==> config.mk <==
export PLATFORM = sky130hd
export DESIGN_NAME = serial_slave_control_port
export DESIGN_NICKNAME = d
export VERILOG_FILES = /design/src/rtl/serial_slave_control_port.v
export VERILOG_INCLUDE_DIRS = /design/src /design/src/rtl
export SDC_FILE = /design/constraint.sdc
export NUM_CORES = 1
export LEC_CHECK = 0
export BUFFER_PORTS_ARGS = -buffer_cell sky130_fd_sc_hd__buf_4
export CAP_MARGIN = 20
export CORE_MARGIN = 4
export CORE_UTILIZATION = 55
export CTS_BUF_LIST = sky130_fd_sc_hd__clkbuf_4
export DETAILED_ROUTE_END_ITERATION = 10
export PLACE_DENSITY = 0.76
export SETUP_SLACK_MARGIN = 0.05
export SYNTH_ARGS = -nofsm -noshare
export SYNTH_HDL_FRONTEND = slang
export SYNTH_SLANG_ARGS = --single-unit
==> constraint.sdc <==
create_clock -name mclk -period 3.5 [get_ports mclk]
set_input_delay 0.525 -clock mclk [delete_from_list [all_inputs] [get_ports mclk]]
set_output_delay 0.525 -clock mclk [all_outputs]
set_load 0.05 [all_outputs]
==> src/rtl/serial_slave_control_port_defines.vh <==
// Offsets, field positions, reset values and constants of the serial control port
`ifndef SERIAL_SLAVE_CONTROL_PORT_DEFINES_VH
`define SERIAL_SLAVE_CONTROL_PORT_DEFINES_VH

`define MODE_REG_ADDR      7'h1A
`define INPUT_STATUS_ADDR  7'h75
`define MODE_REG_RESET     8'h00
`define MIRROR_ENABLE_BIT  3
`define CMD_READ_BIT       7
`define DEV_ADDR_LOW       6'h29
`define STRAP_SETTLE       3'h4
`define PIN_COUNT          7

`define PIN_SELECT         0
`define PIN_CS_OR_ADDR     1
`define PIN_CLOCK          2
`define PIN_MOSI_OR_DD2    3
`define PIN_DD1            4
`define PIN_DD0            5
`define PIN_DATA           6

`endif

==> src/rtl/serial_slave_control_port.v <==
// Serial control port: SPI or 2-wire slave with input status and mirror logic
`include "serial_slave_control_port_defines.vh"

module serial_slave_control_port (
  input  wire       mclk,
  input  wire       arst_n,
  input  wire       interface_select,
  input  wire       cs_n_or_address_strap,
  input  wire       serial_clock_in,
  input  wire       mosi_or_input2,
  input  wire       local_input1,
  input  wire       local_input0,
  input  wire       serial_data_in,
  output reg        serial_data_out,
  output reg        serial_data_oe_n,
  output wire       two_wire_clock_out,
  output wire       two_wire_clock_oe_n,
  output reg  [6:0] reg_addr,
  output reg  [7:0] reg_wdata,
  output reg        reg_write,
  input  wire [7:0] reg_rdata,
  output reg  [7:0] transmitter_mode_register,
  output reg  [2:0] remote_mirror_levels,
  input  wire       irq_request,
  output reg        irq
);

  localparam [2:0] I_IDLE = 3'h0;
  localparam [2:0] I_RX   = 3'h1;
  localparam [2:0] I_ACK  = 3'h2;
  localparam [2:0] I_TX   = 3'h3;
  localparam [2:0] I_MACK = 3'h4;
  localparam [2:0] I_WAIT = 3'h5;

  localparam [1:0] K_DEV  = 2'h0;
  localparam [1:0] K_REG  = 2'h1;
  localparam [1:0] K_DATA = 2'h2;

  wire [`PIN_COUNT-1:0] pins_raw;
  reg  [`PIN_COUNT-1:0] sync1;
  reg  [`PIN_COUNT-1:0] sync2;
  reg  [`PIN_COUNT-1:0] sync3;
  reg  [`PIN_COUNT-1:0] filt;
  reg  [`PIN_COUNT-1:0] filt_d;

  assign pins_raw = {serial_data_in, local_input0, local_input1, mosi_or_input2,
                     serial_clock_in, cs_n_or_address_strap, interface_select};

  // Three-stage synchroniser; a change counts once stages two and three agree
  genvar g;
  generate
    for (g = 0; g < `PIN_COUNT; g = g + 1) begin : pin_sync
      always @(posedge mclk or negedge arst_n) begin
        if (!arst_n) begin
          sync1[g]  <= 1'b1;
          sync2[g]  <= 1'b1;
          sync3[g]  <= 1'b1;
          filt[g]   <= 1'b1;
          filt_d[g] <= 1'b1;
        end else begin
          sync1[g]  <= pins_raw[g];
          sync2[g]  <= sync1[g];
          sync3[g]  <= sync2[g];
          filt_d[g] <= filt[g];
          if (sync2[g] == sync3[g]) begin
            filt[g] <= sync3[g];
          end
        end
      end
    end
  endgenerate

  wire two_wire_mode = filt[`PIN_SELECT];
  wire clk_rise      = filt[`PIN_CLOCK] & ~filt_d[`PIN_CLOCK];
  wire clk_fall      = ~filt[`PIN_CLOCK] & filt_d[`PIN_CLOCK];
  wire data_bit      = two_wire_mode ? filt[`PIN_DATA] : filt[`PIN_MOSI_OR_DD2];
  wire cs_active     = ~filt[`PIN_CS_OR_ADDR];
  wire tw_start      = filt[`PIN_CLOCK] & filt_d[`PIN_DATA] & ~filt[`PIN_DATA];
  wire tw_stop       = filt[`PIN_CLOCK] & ~filt_d[`PIN_DATA] & filt[`PIN_DATA];

  // The 2-wire clock pin is never stretched by this slave
  assign two_wire_clock_out  = 1'b0;
  assign two_wire_clock_oe_n = 1'b1;

  // Input levels; the shared pin carries serial input data in SPI mode
  wire [2:0] input_levels = {filt[`PIN_MOSI_OR_DD2] & two_wire_mode,
                             filt[`PIN_DD1], filt[`PIN_DD0]};

  // Read data: local registers answered here, the rest by the core
  reg [7:0] read_value;
  always @* begin
    if (reg_addr == `INPUT_STATUS_ADDR) begin
      read_value = {5'h00, input_levels};
    end else if (reg_addr == `MODE_REG_ADDR) begin
      read_value = transmitter_mode_register;
    end else begin
      read_value = reg_rdata;
    end
  end

  // Address strap is taken once, after the synchroniser settles out of reset
  reg [2:0] settle_cnt;
  reg       strap_taken;
  reg       address_strap;
  always @(posedge mclk or negedge arst_n) begin
    if (!arst_n) begin
      settle_cnt    <= 3'h0;
      strap_taken   <= 1'b0;
      address_strap <= 1'b0;
    end else if (!strap_taken) begin
      if (settle_cnt == `STRAP_SETTLE) begin
        address_strap <= filt[`PIN_CS_OR_ADDR];
        strap_taken   <= 1'b1;
      end else begin
        settle_cnt <= settle_cnt + 3'h1;
      end
    end
  end

  reg [2:0] state;
  reg [1:0] kind;
  reg       rw;
  reg       first_byte;
  reg       spi_load;
  reg [2:0] bit_cnt;
  reg [7:0] rx_shift;
  reg [7:0] tx_shift;
  wire [7:0] rx_byte = {rx_shift[6:0], data_bit};

  always @(posedge mclk or negedge arst_n) begin
    if (!arst_n) begin
      state                     <= I_IDLE;
      kind                      <= K_DEV;
      rw                        <= 1'b0;
      first_byte                <= 1'b1;
      spi_load                  <= 1'b0;
      bit_cnt                   <= 3'h0;
      rx_shift                  <= 8'h00;
      tx_shift                  <= 8'h00;
      reg_addr                  <= 7'h00;
      reg_wdata                 <= 8'h00;
      reg_write                 <= 1'b0;
      transmitter_mode_register <= `MODE_REG_RESET;
      serial_data_out           <= 1'b1;
      serial_data_oe_n          <= 1'b1;
    end else begin
      reg_write <= 1'b0;
      if (!two_wire_mode) begin
        // SPI mode 0 slave
        state            <= I_IDLE;
        serial_data_oe_n <= ~cs_active;
        if (!cs_active) begin
          first_byte <= 1'b1;
          spi_load   <= 1'b0;
          bit_cnt    <= 3'h0;
        end else if (clk_rise) begin
          rx_shift <= rx_byte;
          bit_cnt  <= bit_cnt + 3'h1;
          if (bit_cnt == 3'h7) begin
            first_byte <= 1'b0;
            if (first_byte) begin
              reg_addr <= rx_byte[6:0];
              rw       <= rx_byte[`CMD_READ_BIT];
              spi_load <= rx_byte[`CMD_READ_BIT];
            end else if (rw) begin
              spi_load <= 1'b1;
            end else begin
              reg_wdata <= rx_byte;
              reg_write <= 1'b1;
              reg_addr  <= reg_addr + 7'h01;
              if (reg_addr == `MODE_REG_ADDR) begin
                transmitter_mode_register <= rx_byte;
              end
            end
          end
        end else if (clk_fall) begin
          if (spi_load) begin
            serial_data_out <= read_value[7];
            tx_shift        <= {read_value[6:0], 1'b0};
            reg_addr        <= reg_addr + 7'h01;
            spi_load        <= 1'b0;
          end else begin
            serial_data_out <= tx_shift[7];
            tx_shift        <= {tx_shift[6:0], 1'b0};
          end
        end
      end else begin
        // 2-wire slave; bit timing follows the master's clock edges, start and stop follow data edges while clock is high
        first_byte <= 1'b1;
        spi_load   <= 1'b0;
        serial_data_out <= 1'b0;
        if (tw_start) begin
          state            <= I_RX;
          kind             <= K_DEV;
          bit_cnt          <= 3'h0;
          serial_data_oe_n <= 1'b1;
        end else if (tw_stop) begin
          state            <= I_IDLE;
          serial_data_oe_n <= 1'b1;
        end else begin
          case (state)
            I_RX: begin
              if (clk_rise) begin
                rx_shift <= rx_byte;
                bit_cnt  <= bit_cnt + 3'h1;
                if (bit_cnt == 3'h7) begin
                  state <= I_ACK;
                  case (kind)
                    K_DEV: begin
                      if (rx_byte[7:1] == {address_strap, `DEV_ADDR_LOW}) begin
                        rw <= rx_byte[0];
                      end else begin
                        state <= I_WAIT;
                      end
                    end
                    K_REG: begin
                      reg_addr <= rx_byte[6:0];
                    end
                    default: begin
                      reg_wdata <= rx_byte;
                      reg_write <= 1'b1;
                      reg_addr  <= reg_addr + 7'h01;
                      if (reg_addr == `MODE_REG_ADDR) begin
                        transmitter_mode_register <= rx_byte;
                      end
                    end
                  endcase
                end
              end
            end
            I_ACK: begin
              // Acknowledge drives low from the fall after bit 8 to the next fall
              if (clk_fall) begin
                if (serial_data_oe_n) begin
                  serial_data_oe_n <= 1'b0;
                end else if (kind == K_DEV && rw) begin
                  state            <= I_TX;
                  bit_cnt          <= 3'h0;
                  serial_data_oe_n <= read_value[7] ? 1'b1 : 1'b0;
                  tx_shift         <= {read_value[6:0], 1'b0};
                  reg_addr         <= reg_addr + 7'h01;
                end else begin
                  state            <= I_RX;
                  kind             <= (kind == K_DEV) ? K_REG : K_DATA;
                  bit_cnt          <= 3'h0;
                  serial_data_oe_n <= 1'b1;
                end
              end
            end
            I_TX: begin
              if (clk_fall) begin
                bit_cnt <= bit_cnt + 3'h1;
                if (bit_cnt == 3'h7) begin
                  state            <= I_MACK;
                  serial_data_oe_n <= 1'b1;
                end else begin
                  serial_data_oe_n <= tx_shift[7] ? 1'b1 : 1'b0;
                  tx_shift         <= {tx_shift[6:0], 1'b0};
                end
              end
            end
            I_MACK: begin
              if (clk_rise) begin
                rw <= ~filt[`PIN_DATA];
              end else if (clk_fall) begin
                if (rw) begin
                  state            <= I_TX;
                  bit_cnt          <= 3'h0;
                  serial_data_oe_n <= read_value[7] ? 1'b1 : 1'b0;
                  tx_shift         <= {read_value[6:0], 1'b0};
                  reg_addr         <= reg_addr + 7'h01;
                end else begin
                  state <= I_WAIT;
                end
              end
            end
            I_IDLE, I_WAIT: begin
              serial_data_oe_n <= 1'b1;
            end
            default: begin
              state            <= I_IDLE;
              serial_data_oe_n <= 1'b1;
            end
          endcase
        end
      end
    end
  end

  // Mirror of local inputs toward the remote outputs, and interrupt pin
  always @(posedge mclk or negedge arst_n) begin
    if (!arst_n) begin
      remote_mirror_levels <= 3'h0;
      irq                  <= 1'b0;
    end else begin
      remote_mirror_levels <= transmitter_mode_register[`MIRROR_ENABLE_BIT] ?
                              input_levels : 3'h0;
      irq                  <= irq_request;
    end
  end

endmodule

# Yosys cells after proc, flatten, opt, wreduce, memory -nomap -nowiden

Cells that the tools add are included.

Register bits after elaboration: 92
Word-level logic and storage cells: 334

Add/sub/neg operators: 3
Equality and inequality tests: 74
Muxes and demuxes: 163
Bitwise gates (word level): 13
Reductions and logical operators: 32

Operators with widths:

| cell                                                             | count |
|---|---|
| 8-bit two-way mux                                                | 48 |
| 7-bit two-way mux                                                | 18 |
| 3-bit two-way mux                                                | 26 |
| 1-bit two-way mux                                                | 56 |
| 3-bit != test (second input constant)                            | 18 |
| 5-bit != test (second input constant)                            | 9 |
| 4-bit != test (second input constant)                            | 8 |
| 8-bit one-hot mux with 3 select lines                            | 1 |
| 2-bit != test (second input constant)                            | 11 |
| 7-bit one-hot mux with 3 select lines                            | 1 |
| 3-bit nonzero test                                               | 6 |
| 17-bit AND reduction                                             | 1 |
| 2-bit two-way mux                                                | 8 |
| 3-bit one-hot mux with 5 select lines                            | 1 |
| 7-bit one-hot mux with 2 select lines                            | 1 |
| 14-bit AND reduction                                             | 1 |
| 3-bit == test (second input constant)                            | 4 |
| 3-bit one-hot mux with 4 select lines                            | 1 |
| 12-bit AND reduction                                             | 1 |
| 6-bit AND reduction                                              | 2 |
| 2-bit nonzero test                                               | 6 |
| 11-bit AND reduction                                             | 1 |
| 9-bit AND reduction                                              | 1 |
| 4-bit by 1-bit != test with 1-bit output (second input constant) | 2 |
| other kinds (28)                                                 | 53 |

# Depth between registers and ports, before layout

Gate-level depths: netlist of the first run.

Depth in word-level cells: 11
Gate-level depth with buffers: 10

# Worst setup path after synthesis of the first run

No wires, ideal clock.

Path type: register to register
Start point: reg filt_d[2]
End point: reg reg_addr[0]
Arrival: 2.265 ns
Slack: 1.107 ns
Stages on the path, launching flop included: 10
Path buffers: 2
Clock period less this slack: 2.393 ns
Cells stage by stage: dfstp_2 -> inv_1 -> ha_1 -> buf_2 -> inv_1 -> a21oi_1 -> o311ai_1 -> and3_1 -> buf_2 -> mux2_1

Word-level cells in the longest chain between the ends: 5
Elaborated cells between the ends (all ways): 15

Ends and longest elaborated chain:

| item                                                         | RTL line                        | source |
|---|---|---|
| from (decl)                                                  | serial_slave_control_port.v:44  | `` reg [`PIN_COUNT-1:0] filt_d; `` |
| from (signal, indexed assignment)                            | serial_slave_control_port.v:64  | `filt_d[g] <= filt[g];` |
| branches (longest 5 deep; another with 17-bit AND reduction) | -                               |  |
| to (signal assigned)                                         | serial_slave_control_port.v:162 | `reg_addr <= rx_byte[6:0];` |
| to (signal assigned)                                         | serial_slave_control_port.v:170 | `reg_addr <= reg_addr + 7'h01;` |
| to (signal assigned)                                         | serial_slave_control_port.v:180 | `reg_addr <= reg_addr + 7'h01;` |
| to (decl)                                                    | serial_slave_control_port.v:18  | `output reg [6:0] reg_addr,` |

Parallel ways; which one is timed is not known. The select of a mux whose other input is x is not followed.
A chain may end at the register's enable or synchronous reset.

# Final worst setup path of the first run

Start point: reg state[1]
End point: reg reg_addr[0]

Word-level cells in the longest chain between the ends: 5
Elaborated cells between the ends (all ways): 18

Ends and longest elaborated chain:

| item                                  | RTL line                        | source |
|---|---|---|
| from (decl)                           | serial_slave_control_port.v:120 | `reg [2:0] state;` |
| from (signal assigned)                | serial_slave_control_port.v:132 | `state <= I_IDLE;` |
| from (signal assigned)                | serial_slave_control_port.v:150 | `state <= I_IDLE;` |
| from (signal assigned)                | serial_slave_control_port.v:193 | `state <= I_RX;` |
| 3-bit == test (tied with other cells) | serial_slave_control_port.v:201 | `case (state)` |
| 7-bit one-hot mux with 3 select lines | serial_slave_control_port.v:201 |  |
| 7-bit two-way mux                     | serial_slave_control_port.v:197 | `end else if (tw_stop) begin` |
| 7-bit two-way mux                     | serial_slave_control_port.v:192 | `if (tw_start) begin` |
| 7-bit two-way mux                     | serial_slave_control_port.v:148 | `if (!two_wire_mode) begin` |
| to (signal assigned)                  | serial_slave_control_port.v:162 |  |
| to (signal assigned)                  | serial_slave_control_port.v:217 | `reg_addr <= rx_byte[6:0];` |
| to (signal assigned)                  | serial_slave_control_port.v:222 | `reg_addr <= reg_addr + 7'h01;` |

Several ways; a longest one is shown, not always the timed one. The select of a mux whose other input is x is not followed.

==> flow_metrics.tcl, run 1 <==
set metrics [dict create \
    final_max_slew_viol_count 0 \
    ys_seq_elements 90 \
    insertion_delay_ps 450 \
    synth_edf_count 0 \
    num_antenna_cells 0 \
    yosysMostFrequentCell "dfrtp_1" \
    die_area_mm2 0.00982 \
    syn_area_per_cell_um2 11.3 \
    ant_nets 0 \
    clock.fmax_mhz 360 \
    grt_overflow_total 0 \
    skew_ps 16.0 \
    crit_family "simple AND/OR/NAND/NOR gates" \
    clkPwrFrac_pct 20.1 \
    p_leak_nw 2.26 \
    dp_hpwl_um 7370 \
    htreeDepth 3 \
    multi_input_area_mm2 0.00206 \
    drt_iter0_drc 258 \
    period_share_pct 79.4 \
    top_level_ports 50 \
    synth_ff_type "dfrtp_1" \
    drv_cap 0 \
    tritoncts "done" \
    ys_warn_count 0 \
    clkSinkCount 90 \
    dr.pass1.iters 6 \
    die_x_um 99.1 \
    final_util_pct 64.7 \
    yosysTopAreaCell "dfrtp_1" \
    grt_usage_pct 21.9 \
    switching_power_w 0.00108 \
    cp_max_fo 19 \
    hold_viol 0 \
    critical_path_buf_inv_count 0 \
    fin_hold_ws_ps 111 \
    netlist.area_leader.share_pct 31.3 \
    pwr_density_cell_mw_per_mm2 548 \
    wl_um 10100 \
    postCtsHoldBufs 0 \
    status "completed" \
    netlist_area_mm2 0.00456 \
    clk_pin_slew_ps 150 \
    endpoint_kind "flop" \
    start_util_pct 57.9 \
    cp.arrival_ps 3130 \
    power_switching_share_pct 38.5 \
    drc 0 \
    relSlewSlack_pct 48.6 \
    syn_nets 432 \
    crit_chain "nor2b_1 > a21oi_1 > o311ai_1 > and3_1 > mux2_1" \
    rsz0062_at_grt "no" \
    grtUsageMet2_pct 32.6 \
    setup_viol 0 \
    numCtsBuffers 9 \
    num_rows 32 \
    cts_setup_buffers 0 \
    max-vdd-ir-drop_v 0.000361 \
    place_congestion 0.893 \
    fill_cells 627 \
    worst_slew_pin_slew_ps 766 \
    grt_max_degree 61 \
    synth_area_leaders "dfrtp_1 (31%), dfstp_2 (19%), mux2_2 (6.7%)" \
    layout.nets 472 \
    tns_ps 0 \
    via_per_inst 6.12 \
    min_path_type "in2async" \
    use_met3_pct 5.66 \
    async_flop_share_pct 100 \
    core_mm2 0.00789 \
    portBuffers 47 \
    crit_required_ps 3850 \
    synth_cells 405 \
    die_y_um 99.1 \
    synthTopCellsByCount "dfrtp_1 (57), dfstp_2 (33), mux2_2 (27), nand2_1 (25), inv_1 (23)" \
    syn_to_final_growth_pct 11.8 \
    antenna_found_initial 0 \
    max_stage_delay_ps 720 \
    crit_slowest_cell "dfrtp_1" \
    cts.repair.resized 0 \
    start_kind "flop" \
    finalCriticalPeriod_ps 2780 \
    drive_gt1_share_pct 33.3 \
    critPathKind "reg2reg" \
    clockBufferDepth 2 \
    power_frac_comb_pct 28.2 \
    busiest_layer "met2" \
    vias 3376 \
    grt_pass1_vias 3384 \
    seq_area_mm2 0.00229 \
    synth.distinct_cells 79 \
    use_met1_pct 31.8 \
    internal_power_w 0.00172 \
    wl_per_cell_um 18.3 \
    ys_seq_area_share_pct 50.3 \
    root_buffer "clkbuf_4" \
    grt_first_pass_wirelength_um 17100 \
    seqPwrFrac_pct 51.7 \
]
logic make-up after synthesis:
kind of cell	synth area share, %
AO/OA/AOI/OAI	15.4
AND/OR/NAND/NOR	13.0
multiplexers	11.6
buffers and inverters	4.61
flip-flops	50.3
other	0.165
adder cells (fa/ha/maj)	4.00
XOR/XNOR	0.960
layout by cell type, fill, tap and decap left out, types with 5 or more instances in the layout:
cell type and count:
a211oi_1 5, a21oi_1 22, and3_1 8, and3b_1 5, buf_4 52, clkbuf_4 9
dfrtp_1 57, dfstp_2 33, ha_1 9, inv_1 23, maj3_1 7, mux2_2 27
mux2_4 7, mux2i_1 11, nand2_1 25, nand3_1 8, nor2_1 13, nor2b_1 8
o21ai_0 21, xnor2_1 5
state kept, by name (all words and copies together) (netlist names), 7 cells and up:
signal / count
rx_shift: 7
reg_addr: 7
sync2: 7
reg_wdata: 8
sync3: 7
sync1: 7
transmitter_mode_register: 8
tx_shift: 7
power groups by stage:
stage	logic, W	registers, W	clock network, W
after floorplan	0.000457	0.00151	0
after global placement	0.000775	0.00145	0
after detailed placement	0.000789	0.00145	0
after CTS	0.000791	0.00144	0.000588
after global routing	0.000860	0.00147	0.000632
final	0.000788	0.00144	0.000563
stage by stage:
stage | instance area [um^2] | total power (W) | setup slack (ps) | instances
CTS | 5100 | 0.00282 | 755 | 552
finish | 5100 | 0.00279 | 721 | 552
detailed placement | 4960 | 0.00224 | 781 | 536
floorplan | 4560 | 0.00197 | 1110 | 405
global placement | 4960 | 0.00222 | 914 | 536
global route | 5100 | 0.00296 | 473 | 552
cell type report:
cell class | count | share of cell area (%)
clock buffer | 9 | 1.32
timing repair buffer | 52 | 7.65
multi-input combinational | 268 | 40.4
clock inverter | 7 | 1.42
tap | 102 | 2.50
sequential | 90 | 45.0
inverter | 24 | 1.77
per-layer routing:
metal | vias to the layer above | wire (um)
met1 | 1656 | 4330
met5 | - | 0
li1 | 1551 | -
met2 | 154 | 4770
met3 | 15 | 868
met4 | 0 | 148
worst paths after layout:
kind | startpoint | to | slack [ps] | cells past startpoint
min in group mclk | local_input1 | sync1[4]$_DFF_PN1_ | 160 | 1
max in group asynchronous | arst_n | filt[4]$_DFFE_PN1N_ | 2620 | 2
setup reg to reg | state[1]$_DFFE_PN0P_ | reg_addr[0]$_DFFE_PN0P_ | 720 | 5
hold reg to reg | sync1[6]$_DFF_PN1_ | sync2[6]$_DFF_PN1_ | 370 | 0
hold / removal | arst_n | settle_cnt[0]$_DFFE_PN0P_ | 110 | 1
setup / recovery | state[1]$_DFFE_PN0P_ | reg_addr[0]$_DFFE_PN0P_ | 720 | 5
Note: power is estimated with default switching activity, not from simulation.
==> run 2, diff against run 1 <==
Settings changed: PLACE_DENSITY 0.76 to 0.78.
Clock period 3.5 ns to 2.3 ns, I/O delays scaled along.
==> flow_metrics.tcl, run 2 (synthesis gave the netlist of run 1 again) <==
set metrics [dict create \
    max-vdd-ir-drop_v 0.000543 \
    reg_top3 "reg_wdata x8, transmitter_mode_register x8" \
    r2r_slack_ps 130 \
    worst_slew_pin_slew_ps 570 \
    top_level_ports 50 \
    dr.pass1.iters 5 \
    layout.nets 508 \
    grt_max_degree 60 \
    critPathKind "reg2reg" \
    dp.cells 562 \
    place_ws_ps -43.2 \
    grt_first_pass_wirelength_um 17700 \
    rsz0062_at_grt "no" \
    wl_per_cell_um 18.2 \
    clockBufferDepth 2 \
    final_cell_mix "buf_4 (78), dfrtp_1 (56), dfstp_2 (33), mux2_2 (27), nand2_1 (25)" \
    fin_ws_ps 129 \
    core_mm2 0.00789 \
    pwr_density_cell_mw_per_mm2 813 \
    syn_to_final_growth_pct 19.2 \
    crit_required_ps 2650 \
    clock.fmax_mhz 461 \
    timing.rr.start "state[1]$_DFFE_PN0P_" \
    hold_viol 0 \
    critical_path_buf_inv_count 0 \
    die_x_um 99.1 \
    max_stage_delay_ps 510 \
    period_share_pct 94.4 \
    status "completed" \
    root_buffer "clkbuf_4" \
    relSlewSlack_pct 61.8 \
    vias 3455 \
    finalCriticalPeriod_ps 2170 \
    grt_usage_pct 23.0 \
    crit_slowest_cell "dfrtp_2" \
    tns_ps 0 \
    numCtsBuffers 9 \
    tritoncts "done" \
    final_max_slew_viol_count 0 \
    crit_family "simple AND/OR/NAND/NOR gates" \
    crit_chain "or3b_4 > nor2_4 > a32oi_4 > nor3_4 > mux2_2" \
    wl_um 10700 \
    die_y_um 99.1 \
    clkSinkCount 90 \
    num_antenna_cells 0 \
    skew_ps 19.5 \
    min_path_type "reg2reg" \
    setup_viol 0 \
    cp_max_fo 9 \
    grt_overflow_total 0 \
    ant_nets 0 \
    critPathLaunch "state[1]$_DFFE_PN0P_" \
    dp_hpwl_um 7850 \
    clk_pin_slew_ps 170 \
    insertion_delay_ps 450 \
    fill_cells 601 \
    die_area_mm2 0.00982 \
    final_common_cell "buf_4" \
    grt_pass1_vias 3387 \
    final_cells 588 \
    drive_gt1_share_pct 37.4 \
    endpoint_kind "flop" \
    drt_iter0_drc 202 \
    drv_cap 0 \
    p_leak_nw 2.44 \
    portBuffers 47 \
    num_rows 32 \
    hp-start "sync1[4]$_DFF_PN1_" \
    antenna_found_initial 0 \
    cp.arrival_ps 2520 \
    start_util_pct 57.9 \
    start_kind "flop" \
    via_per_inst 5.88 \
    drc 0 \
    place_congestion 0.955 \
    htreeDepth 3 \
]
## run 2: cell count changes in the layout (fill, tap and decap cells not counted), sizes merged
cell	delta
buf	+27
dlygate4sd3	+9
clkinv	+4
inv	-3
clkinvlp	-1
## run 2: power by group
part           total [W]  switching [W]  leakage, nW  internal (W)
clock           0.000892       0.000630       0.0805      0.000262
sequential       0.00214       0.000298         1.08       0.00184
combinational    0.00139       0.000779         1.27      0.000609
## run 2: timing repair
item	4_1_cts	5_1_grt
buffers inserted	0	1
pin swaps	0	0
hold endpoints to repair	27	0
hold buffers	9	0
resized for setup	1	4
setup endpoints to repair	7	23
gates cloned	0	0
## run 2: final timing paths
check                      depth (start not counted)                                  endpoint
setup reg to reg                                   5  transmitter_mode_register[6]$_DFFE_PN0P_
min in group asynchronous                          2                    bit_cnt[0]$_DFFE_PN0P_
hold / removal                                     0                        sync2[4]$_DFF_PN1_
max in group asynchronous                          3                        sync3[1]$_DFF_PN1_
hold reg to reg                                    0                        sync2[4]$_DFF_PN1_
setup / recovery                                   5  transmitter_mode_register[6]$_DFFE_PN0P_
## run 2: layout make-up
type | instances | area, um^2 | area share [%]
well taps | 102 | 128 | 2.35
inverters | 24 | 90.1 | 1.66
repair buffers | 88 | 696 | 12.8
flip-flops and latches | 90 | 2290 | 42.2
clock buffers | 9 | 67.6 | 1.24
clock inverters | 7 | 86.3 | 1.59
multi-input cells | 268 | 2080 | 38.2
## run 2: metal layers
layer / track usage, % / share of wire, %
met1: 33.0 / 46
met2: 35.5 / 48
met3: 5.02 / 5.2
met4: 5.78 / 0.97
met5: 0 / 0
## run 2: worst register-to-register path: stages, from the launching register on
cell and delay, ps:
dfrtp_2 510, or3b_4 470, nor2_4 160, a32oi_4 150
nor3_4 400, mux2_2 380
## run 2: stage by stage
stage	area, um^2	util (%)	total power [W]	hold WS (ps)
after floorplan	4570	-	0.00300	49.4
after global placement	5180	65.6	0.00346	323
after detailed placement	5180	65.6	0.00352	329
after CTS	5420	68.7	0.00443	328
after global routing	5440	69.0	0.00466	333
final	5440	69.0	0.00442	354
